$ cat src/hw/bmr_defines.svh
// Contract
// Energy is signed 64-bit, high word first
// Fixed window updates power demand at close
// Sliding window refreshes power demand every 15 s
// Line-neutral voltages, phase powers need type 40/41
// Neutral current demand valid only for 30/41
// Power sign follows power-sign configuration setting
// Maxima hold highest value since reset command
// Float takes two words, read coherently together
`ifndef BMR_DEFINES_SVH
`define BMR_DEFINES_SVH

// Map limits
`define BMR_ADDR_FIRST 16'h7d37
`define BMR_ADDR_LAST 16'h7dcc

// Voltages
`define BMR_VOLTAGE_L1_L2 16'h7d37
`define BMR_VOLTAGE_L2_L3 16'h7d39
`define BMR_VOLTAGE_L3_L1 16'h7d3b
`define BMR_VOLTAGE_L1_NEUTRAL 16'h7d3d
`define BMR_VOLTAGE_L2_NEUTRAL 16'h7d3f
`define BMR_VOLTAGE_L3_NEUTRAL 16'h7d41

// Powers
`define BMR_ACTIVE_POWER_PHASE1 16'h7d47
`define BMR_ACTIVE_POWER_PHASE2 16'h7d49
`define BMR_ACTIVE_POWER_PHASE3 16'h7d4b
`define BMR_ACTIVE_POWER_TOTAL 16'h7d4d
`define BMR_REACTIVE_POWER_PHASE1 16'h7d4f
`define BMR_REACTIVE_POWER_PHASE2 16'h7d51
`define BMR_REACTIVE_POWER_PHASE3 16'h7d53
`define BMR_REACTIVE_POWER_TOTAL 16'h7d55
`define BMR_APPARENT_POWER_PHASE1 16'h7d57
`define BMR_APPARENT_POWER_PHASE2 16'h7d59
`define BMR_APPARENT_POWER_PHASE3 16'h7d5b
`define BMR_APPARENT_POWER_TOTAL 16'h7d5d

// Energies and ground fault
`define BMR_ACTIVE_ENERGY_TOTAL 16'h7d5f
`define BMR_REACTIVE_ENERGY_TOTAL 16'h7d63
`define BMR_RESERVED_AFTER_ENERGY 16'h7d67
`define BMR_GROUND_FAULT_CURRENT 16'h7d95
`define BMR_RESERVED_AFTER_GROUND_FAULT 16'h7d97

// Demands
`define BMR_CURRENT_DEMAND_PHASE1 16'h7d9b
`define BMR_CURRENT_DEMAND_PHASE2 16'h7d9d
`define BMR_CURRENT_DEMAND_PHASE3 16'h7d9f
`define BMR_CURRENT_DEMAND_NEUTRAL 16'h7da1
`define BMR_ACTIVE_POWER_DEMAND_TOTAL 16'h7da3
`define BMR_REACTIVE_POWER_DEMAND_TOTAL 16'h7da5
`define BMR_APPARENT_POWER_DEMAND_TOTAL 16'h7da7
`define BMR_RESERVED_AFTER_DEMAND 16'h7da9

// Maximum voltages
`define BMR_MAX_VOLTAGE_L1_L2 16'h7dc1
`define BMR_MAX_VOLTAGE_L2_L3 16'h7dc3
`define BMR_MAX_VOLTAGE_L3_L1 16'h7dc5
`define BMR_MAX_VOLTAGE_L1_NEUTRAL 16'h7dc7
`define BMR_MAX_VOLTAGE_L2_NEUTRAL 16'h7dc9
`define BMR_MAX_VOLTAGE_L3_NEUTRAL 16'h7dcb

// System type codes
`define BMR_SYS_LN_A 8'h28
`define BMR_SYS_LN_B 8'h29
`define BMR_SYS_NEU_A 8'h1e

// Values and limits
`define BMR_INVALID_F32 32'hffc0_0000
`define BMR_RESET_WORD 16'h0000
`define BMR_MAX_READ 7'h7d

// Timing
`define BMR_CLK_HZ 40000000
`define BMR_SLIDE_PERIOD_S 15
`define BMR_SLIDE_CYCLES (`BMR_SLIDE_PERIOD_S * `BMR_CLK_HZ)

`endif

$ cat src/hw/bmr_pkg.sv
package bmr_pkg;
   // Read engine states
   typedef enum logic {BMR_ST_IDLE, BMR_ST_SEND} bmr_state_e;
   // One single-precision measurement
   typedef logic [31:0] bmr_f32_t;
endpackage : bmr_pkg

$ cat src/hw/bmr_max_tracker.sv
`timescale 1ns/1ps
module bmr_max_tracker import bmr_pkg::*; (
   // Clock and reset
   input wire logic mclk_in,
   input wire logic rst_in,
   // Sample and clear
   input wire logic sample_in,
   input wire logic clear_in,
   input wire bmr_f32_t value_in,
   // Held maximum
   output bmr_f32_t max_out
);
   bmr_f32_t max_q;

   // Peak hold; positive floats order like unsigned words
   always_ff @(posedge mclk_in) begin
      if (rst_in) begin
         max_q <= '0;
      end else if (clear_in) begin
         max_q <= sample_in ? value_in : '0;
      end else if (sample_in && (value_in > max_q)) begin
         max_q <= value_in;
      end
   end

   assign max_out = max_q;
endmodule : bmr_max_tracker

$ cat src/hw/bmr_regs.sv
`timescale 1ns/1ps
`include "bmr_defines.svh"
module bmr_regs import bmr_pkg::*; #(
   parameter int unsigned SLIDE_CYCLES = `BMR_SLIDE_CYCLES
) (
   // Clock and reset
   input wire logic mclk_in,
   input wire logic rst_in,
   // Live measurements
   input wire logic meas_strobe_in,
   input wire logic [2:0][31:0] volt_ll_in,
   input wire logic [2:0][31:0] volt_ln_in,
   input wire logic [2:0][31:0] p_phase_in,
   input wire bmr_f32_t p_total_in,
   input wire logic [2:0][31:0] q_phase_in,
   input wire bmr_f32_t q_total_in,
   input wire logic [2:0][31:0] s_phase_in,
   input wire bmr_f32_t s_total_in,
   input wire logic [63:0] active_energy_in,
   input wire logic [63:0] reactive_energy_in,
   input wire bmr_f32_t ground_fault_in,
   input wire logic [3:0][31:0] cur_demand_in,
   input wire logic [2:0][31:0] pwr_demand_in,
   // Configuration and commands
   input wire logic [7:0] system_type_in,
   input wire logic power_sign_in,
   input wire logic demand_sliding_in,
   input wire logic window_end_in,
   input wire logic max_reset_in,
   // Register read port
   input wire logic rd_start_in,
   input wire logic [15:0] rd_addr_in,
   input wire logic [6:0] rd_count_in,
   output logic [15:0] rd_data_out,
   output logic rd_valid_out,
   output logic rd_last_out,
   output logic rd_err_out,
   output logic rd_busy_out
);
   bmr_state_e st_q;
   logic [15:0] addr_q;
   logic [6:0] left_q;
   logic first_q;
   logic [63:0] snap_q;
   logic [31:0] slide_cnt_q;
   logic [31:0] gap_q;
   logic [2:0][31:0] dmd_q;
   logic [5:0][31:0] max_w;
   logic slide_tick;
   logic dmd_upd;
   logic ln_ok;
   logic nd_ok;
   logic [5:0][31:0] volt_view;
   logic [11:0][31:0] pwr_view;
   logic [6:0][31:0] dmd_view;
   logic [5:0][31:0] max_view;
   logic [63:0] item_val;
   logic [1:0] item_pos;
   logic item_hit;
   logic use_snap;
   logic [63:0] word_sh;
   logic [16:0] rd_end;
   logic rd_bad;

   // Flip the sign bit of a float when the sign setting asks
   function automatic bmr_f32_t bmr_sign(input bmr_f32_t v, input logic flip);
      return {v[31] ^ flip, v[30:0]};
   endfunction : bmr_sign

   // System type qualifiers
   assign ln_ok = (system_type_in == `BMR_SYS_LN_A) || (system_type_in == `BMR_SYS_LN_B);
   assign nd_ok = (system_type_in == `BMR_SYS_NEU_A) || (system_type_in == `BMR_SYS_LN_B);

   // Voltage maxima, one tracker per channel
   genvar gi;
   generate
      for (gi = 0; gi < 6; gi++) begin : g_max
         bmr_max_tracker u_max (
            .mclk_in(mclk_in),
            .rst_in(rst_in),
            .sample_in(meas_strobe_in),
            .clear_in(max_reset_in),
            .value_in(gi < 3 ? volt_ll_in[gi % 3] : volt_ln_in[gi % 3]),
            .max_out(max_w[gi])
         );
      end
   endgenerate

   // Sliding window refresh timer
   always_ff @(posedge mclk_in) begin
      if (rst_in || !demand_sliding_in) begin
         slide_cnt_q <= '0;
      end else if (slide_cnt_q == SLIDE_CYCLES - 1) begin
         slide_cnt_q <= '0;
      end else begin
         slide_cnt_q <= slide_cnt_q + 32'h1;
      end
   end

   assign slide_tick = demand_sliding_in && (slide_cnt_q == SLIDE_CYCLES - 1);
   assign dmd_upd = demand_sliding_in ? slide_tick : window_end_in;

   // Power demand registers, active and reactive signed at capture
   always_ff @(posedge mclk_in) begin
      if (rst_in) begin
         dmd_q <= '0;
      end else if (dmd_upd) begin
         dmd_q[0] <= bmr_sign(pwr_demand_in[0], power_sign_in);
         dmd_q[1] <= bmr_sign(pwr_demand_in[1], power_sign_in);
         dmd_q[2] <= pwr_demand_in[2];
      end
   end

   // Cycles since the last demand refresh, read only by checks
   always_ff @(posedge mclk_in) begin
      if (rst_in || !demand_sliding_in || dmd_upd) begin
         gap_q <= '0;
      end else begin
         gap_q <= gap_q + 32'h1;
      end
   end

   // Readable views with validity and sign applied
   always_comb begin
      for (int i = 0; i < 3; i++) begin
         volt_view[i] = volt_ll_in[i];
         volt_view[i + 3] = ln_ok ? volt_ln_in[i] : `BMR_INVALID_F32;
         pwr_view[i] = ln_ok ? bmr_sign(p_phase_in[i], power_sign_in) : `BMR_INVALID_F32;
         pwr_view[i + 4] = ln_ok ? bmr_sign(q_phase_in[i], power_sign_in) : `BMR_INVALID_F32;
         pwr_view[i + 8] = ln_ok ? s_phase_in[i] : `BMR_INVALID_F32;
         dmd_view[i] = cur_demand_in[i];
         dmd_view[i + 4] = dmd_q[i];
         max_view[i] = max_w[i];
         max_view[i + 3] = ln_ok ? max_w[i + 3] : `BMR_INVALID_F32;
      end
      pwr_view[3] = bmr_sign(p_total_in, power_sign_in);
      pwr_view[7] = bmr_sign(q_total_in, power_sign_in);
      pwr_view[11] = s_total_in;
      dmd_view[3] = nd_ok ? cur_demand_in[3] : `BMR_INVALID_F32;
   end

   // Address decode: value left aligned, word position within it
   always_comb begin
      logic [15:0] off;
      off = '0;
      item_hit = 1'b1;
      item_val = '0;
      item_pos = 2'h0;
      if ((addr_q < `BMR_ADDR_FIRST) || (addr_q > `BMR_ADDR_LAST)) begin
         item_hit = 1'b0;
      end else if (addr_q <= `BMR_VOLTAGE_L3_NEUTRAL + 16'h1) begin
         off = addr_q - `BMR_VOLTAGE_L1_L2;
         item_val = {volt_view[off[3:1]], 32'h0};
         item_pos = {1'b0, off[0]};
      end else if (addr_q < `BMR_ACTIVE_POWER_PHASE1) begin
         item_val = '0;
      end else if (addr_q <= `BMR_APPARENT_POWER_TOTAL + 16'h1) begin
         off = addr_q - `BMR_ACTIVE_POWER_PHASE1;
         item_val = {pwr_view[off[4:1]], 32'h0};
         item_pos = {1'b0, off[0]};
      end else if (addr_q <= `BMR_ACTIVE_ENERGY_TOTAL + 16'h3) begin
         off = addr_q - `BMR_ACTIVE_ENERGY_TOTAL;
         item_val = active_energy_in;
         item_pos = off[1:0];
      end else if (addr_q <= `BMR_REACTIVE_ENERGY_TOTAL + 16'h3) begin
         off = addr_q - `BMR_REACTIVE_ENERGY_TOTAL;
         item_val = reactive_energy_in;
         item_pos = off[1:0];
      end else if (addr_q < `BMR_GROUND_FAULT_CURRENT) begin
         item_val = '0;
      end else if (addr_q <= `BMR_GROUND_FAULT_CURRENT + 16'h1) begin
         off = addr_q - `BMR_GROUND_FAULT_CURRENT;
         item_val = {ground_fault_in, 32'h0};
         item_pos = {1'b0, off[0]};
      end else if (addr_q < `BMR_CURRENT_DEMAND_PHASE1) begin
         item_val = '0;
      end else if (addr_q <= `BMR_APPARENT_POWER_DEMAND_TOTAL + 16'h1) begin
         off = addr_q - `BMR_CURRENT_DEMAND_PHASE1;
         item_val = {dmd_view[off[3:1]], 32'h0};
         item_pos = {1'b0, off[0]};
      end else if (addr_q < `BMR_MAX_VOLTAGE_L1_L2) begin
         item_val = '0;
      end else begin
         off = addr_q - `BMR_MAX_VOLTAGE_L1_L2;
         item_val = {max_view[off[3:1]], 32'h0};
         item_pos = {1'b0, off[0]};
      end
   end

   // Later words of a value come from the copy taken at its first word
   assign use_snap = (item_pos != 2'h0) && !first_q;
   assign word_sh = (use_snap ? snap_q : item_val) << {item_pos, 4'h0};

   // Request checks
   assign rd_end = {1'b0, rd_addr_in} + {10'h0, rd_count_in} - 17'h1;
   assign rd_bad = (rd_count_in == 7'h0) || (rd_count_in > `BMR_MAX_READ)
      || (rd_addr_in < `BMR_ADDR_FIRST) || (rd_end > {1'b0, `BMR_ADDR_LAST});

   // Read sequencer
   always_ff @(posedge mclk_in) begin
      if (rst_in) begin
         st_q <= BMR_ST_IDLE;
         addr_q <= '0;
         left_q <= '0;
         first_q <= 1'b0;
      end else begin
         case (st_q)
            BMR_ST_IDLE: begin
               if (rd_start_in && !rd_bad) begin
                  st_q <= BMR_ST_SEND;
                  addr_q <= rd_addr_in;
                  left_q <= rd_count_in;
                  first_q <= 1'b1;
               end
            end
            BMR_ST_SEND: begin
               addr_q <= addr_q + 16'h1;
               left_q <= left_q - 7'h1;
               first_q <= 1'b0;
               if (left_q == 7'h1) begin
                  st_q <= BMR_ST_IDLE;
               end
            end
            default: begin
               st_q <= BMR_ST_IDLE;
            end
         endcase
      end
   end

   // Snapshot of the whole value on its first word
   always_ff @(posedge mclk_in) begin
      if (rst_in) begin
         snap_q <= '0;
      end else if ((st_q == BMR_ST_SEND) && !use_snap) begin
         snap_q <= item_val;
      end
   end

   // Registered read outputs
   always_ff @(posedge mclk_in) begin
      if (rst_in) begin
         rd_data_out <= `BMR_RESET_WORD;
         rd_valid_out <= 1'b0;
         rd_last_out <= 1'b0;
         rd_err_out <= 1'b0;
         rd_busy_out <= 1'b0;
      end else begin
         rd_valid_out <= (st_q == BMR_ST_SEND);
         rd_last_out <= (st_q == BMR_ST_SEND) && (left_q == 7'h1);
         rd_data_out <= (st_q == BMR_ST_SEND) ? word_sh[63:48] : `BMR_RESET_WORD;
         rd_err_out <= (st_q == BMR_ST_IDLE) && rd_start_in && rd_bad;
         if (st_q == BMR_ST_IDLE) begin
            rd_busy_out <= rd_start_in && !rd_bad;
         end else begin
            rd_busy_out <= (left_q != 7'h1);
         end
      end
   end
endmodule : bmr_regs

$ cat config.mk
export PLATFORM = sky130hd
export DESIGN_NAME = bmr_regs
export DESIGN_NICKNAME = d
export VERILOG_FILES = /design/src/hw/bmr_pkg.sv /design/src/hw/bmr_max_tracker.sv /design/src/hw/bmr_regs.sv
export VERILOG_INCLUDE_DIRS = /design/src /design/src/hw
export SDC_FILE = /design/constraint.sdc
export NUM_CORES = 2
export LEC_CHECK = 0
export ABC_AREA = 1
export ABC_CLOCK_PERIOD_IN_PS = 3400
export BUFFER_PORTS_ARGS = -buffer_cell sky130_fd_sc_hd__buf_2
export CAP_MARGIN = 20
export CORE_AREA = 3 3 391 393
export CTS_CLUSTER_DIAMETER = 200
export DETAILED_ROUTE_END_ITERATION = 6
export DIE_AREA = 0 0 394 396
export PLACE_DENSITY = 0.46
export RECOVER_POWER = 100
export SLEW_MARGIN = 20
export SYNTH_ARGS = -nofsm -noshare
export SYNTH_HDL_FRONTEND = slang
export SYNTH_SLANG_ARGS = --single-unit
$ cat constraint.sdc
create_clock -name mclk_in -period 3.4 [get_ports mclk_in]
set_input_delay 0.17 -clock mclk_in [delete_from_list [all_inputs] [get_ports mclk_in]]
set_output_delay 0.17 -clock mclk_in [all_outputs]
set_load 0.01 [all_outputs]
==> qor.txt <==
Dpl cells -> 8887
Largest cells by area after synthesis -> dfxtp_1 (24%), nand2_1 (13%), o21ai_0 (9.0%)
Hold Startpoint -> reactive_energy_in[16]
Final number of setup-violating endpoints -> 0
CP endpoint kind -> flop
H-tree Lvls -> 2
First-pass GRT wire length -> 350000 um
Syn. warnings -> 0
Final non-filler cell total -> 9382
Chip Width -> 394 um
Drt total wl -> 258000 um
Post-route cell area -> 51800 um2
Share of cells above drive strength 1 -> 24.4%
Initial antenna violation count -> 62
R2R Path Start -> addr_q[1]
Number of port buffers -> 1018
Post-synthesis xor/xnor area fraction -> 0.598%
Largest net degree at the start of global routing -> 158
Synth unique cells -> 64
Post-synthesis mux area share -> 0.804%
Crit path time final -> 3.38 ns
Capture point of the worst reg-to-reg path -> rd_data_out[9]
Global-route usage over all layers -> 31.3%
Post-layout util -> 34.6%
Post-synthesis compound-gate area fraction -> 25.4%
Startpoint types -> flop
Async SR Flop Fraction -> 0%
Critical Path AT -> 3.96 ns
Clock transition at the registers of the reported paths -> 0.06 ns
First DRT Iteration DRCs -> 4267
Synthesized Nets -> 7043
Core area -> 150000 um2
Clock latency on the worst-skew pair -> 0.66 ns
Worst slew margin -> 3.60%
CTS Buffer Depth -> 3
Simple-gate share of the synthesized area -> 30.7%
Flop-to-flop setup slack -> 0.02 ns
Routed vias/inst -> 5.10
Post-Syn Instances -> 5822
CTS root buf -> clkbuf_16
Worst hold path depth -> 4
TritonCTS buffer count -> 55
Die area -> 156000 um2
HPWL Detailed -> 208000 um
Gr ovfl total -> 0
Outcome -> finished, final reports clean
WL/cell -> 27.5 um
CTS tree -> done
ANT nets after route -> 0
# rows -> 142
Slew Limit Fails -> 0
Worst Skew -> 0.0337 ns
Critical path required time -> 3.98 ns
Slew @ Worst Pin -> 1.45 ns
Yosys top cell by area -> dfxtp_1
Routed via count -> 47900
F_max -> 296 MHz
Peak supply drop -> 367 uV
Largest family of logic cells by synthesized area -> simple AND/OR/NAND/NOR gates
Syn_area_per_cell -> 6.04 um2
RSZ-0062 raised after global routing -> yes
R2R cell count -> 26
Number of remaining DRC errors -> 0
Initial Util -> 23.5%
Num ports -> 1019
Static leakage -> 0.0234 uW
Hold crit path type -> in2reg
Chip height -> 396 um
Post-Synth Adder-Cell Area -> 7.92%
Post-synthesis sequential area ratio -> 24.4%
Top-count cell post-synth -> nand2_1
Synth top area share -> 24.4%
Part of the cycle the worst path needs -> 99.4%
Most frequent cells after synthesis -> nand2_1 (1243), nor2_1 (829), o21ai_0 (632)
First-pass DRT Iterations -> 6
Final nets -> 8522
Predominant post-synthesis flop cell -> dfxtp_1
WS Path Type -> reg2reg
Hold endpoint -> snap_q[16]
MaxCap Viol Count -> 0
Clock sinks -> 428
Placed Area -> 45200 um2
Register bit total from synthesis -> 428
Pwr Density -> 375 nW/um2
Vias in the first global route -> 46000
Synth-to-layout area growth -> 47.2%
Routability cong. -> 1.03
Netlist Area Pre-Place -> 35200 um2
Hold Violations, Final -> 0
Post-synth EDFFs -> 0
Crit path max fanout -> 29
Number of fill cells -> 16700
repair_timing:
action,CTS,global route
endpoints found under the hold margin,327,0
gates cloned,7,3
hold buffers,342,0
pin swaps,20,48
endpoints found under the setup margin,38,55
setup buffers,14,9
gates resized for setup,106,169
critical path, cell delays in order (launching register included):
cell and delay, ns:
dfxtp_4 0.36, inv_2 0.05, ha_4 0.25, buf_12 0.14, buf_12 0.14, buf_12 0.16
buf_4 0.18, buf_4 0.18, a21oi_1 0.20, nand2_1 0.10, nand2_1 0.09, nand2_1 0.10
nand2_1 0.13, nand3_4 0.16, nand2_1 0.10, nand2_1 0.05, nand2_1 0.08, nand2_2 0.12
nand2_1 0.09, nand2_1 0.05, nand2_1 0.07, nand2_2 0.10, nand2_1 0.09, nand2_1 0.05
nand2_1 0.05, nand2_1 0.06, a21oi_2 0.13
kinds of logic (layout without fill, tap and decap cells):
logic type,count (synthesis),in the layout
buffers and inverters,917,2435
xor gates and xnor gates,24,24
DFF,428,428
muxes,28,28
adders and majority gates,222,222
other,0,26
and+or+nand+nor,2627,2627
AOI/OAI and AO/OA,1576,1576
report_power, final:
part / internal [uW] / leakage [uW] / switching, uW
clock: 3400 / 0.000869 / 2570
sequential: 5360 / 0.00352 / 185
combinational: 2920 / 0.0190 / 4960
layer usage:
layer,global-route usage (%),part of all wire (%)
met1,38.9,41
met2,51.3,46
met3,5.30,6.8
met4,17.0,6.2
met5,0,0.070
flip-flops by register name, indices dropped and copies added, names as in the netlist, 7 cells and up:
signal               cells
g_max.u_max.max_out    192
dmd_q                   96
snap_q                  64
slide_cnt_q             32
addr_q                  16
rd_data_out             16
left_q                   7
area by class of cell:
cell class,instances,area (um2),share of cell area (%)
diodes,26,65.1,0.126
clock buffers,78,1600,3.10
clock inverters,18,151,0.292
inverters,510,1950,3.77
multi-input cells,4477,23900,46.2
flip-flops and latches,428,8580,16.6
well taps,2016,2520,4.87
repair buffers,1827,13000,25.1
repair inverters,2,20.0,0.0387
layout by cell type (no fill, tap or decap), drive strengths merged, types with 5 or more instances in the layout:
cell type	n
o21ai	643
a21oi	586
ha	221
nor2	836
o221ai	42
a31oi	23
xor2	15
nand4	43
o21bai	7
o2111ai	8
nor3	92
nand3b	7
nand3	337
dlygate4sd3	342
a41oi	11
o31ai	12
bufbuf	5
a22o	14
nor4	9
o311ai	28
xnor2	9
o21a	9
nand2	1247
a211oi	93
a221oi	7
inv	505
or2	38
a22oi	11
dfxtp	428
nor3b	10
a311oi	13
diode	26
o211ai	56
buf	1450
clkinv	19
clkbuf	108
mux2i	26
worst max path at each step:
stage / from / endpoint / cells after the start
2_1_floorplan: addr_q[1] / rd_data_out[2] / 15
3_3_place_gp: addr_q[1] / rd_data_out[11] / 19
3_5_place_dp: addr_q[1] / rd_data_out[11] / 19
4_1_cts: addr_q[1] / rd_data_out[11] / 24
5_1_grt: addr_q[0] / rd_data_out[9] / 28
6_report: addr_q[1] / rd_data_out[9] / 26
per-stage QoR:
step                total power, uW  setup slack (ns)  hold WS, ns  TNS, ns
detailed placement            12600            -0.674        0.399    -8.74
global route                  20300           -0.0828       0.0362   -0.202
finish                        19400            0.0207      0.00118        0
CTS                           19300           -0.0435      0.00128  -0.0439
global placement              12700            -0.708        0.395    -8.23
floorplan                      8990             0.538        0.305        0
(Power assumes the default switching activity.)
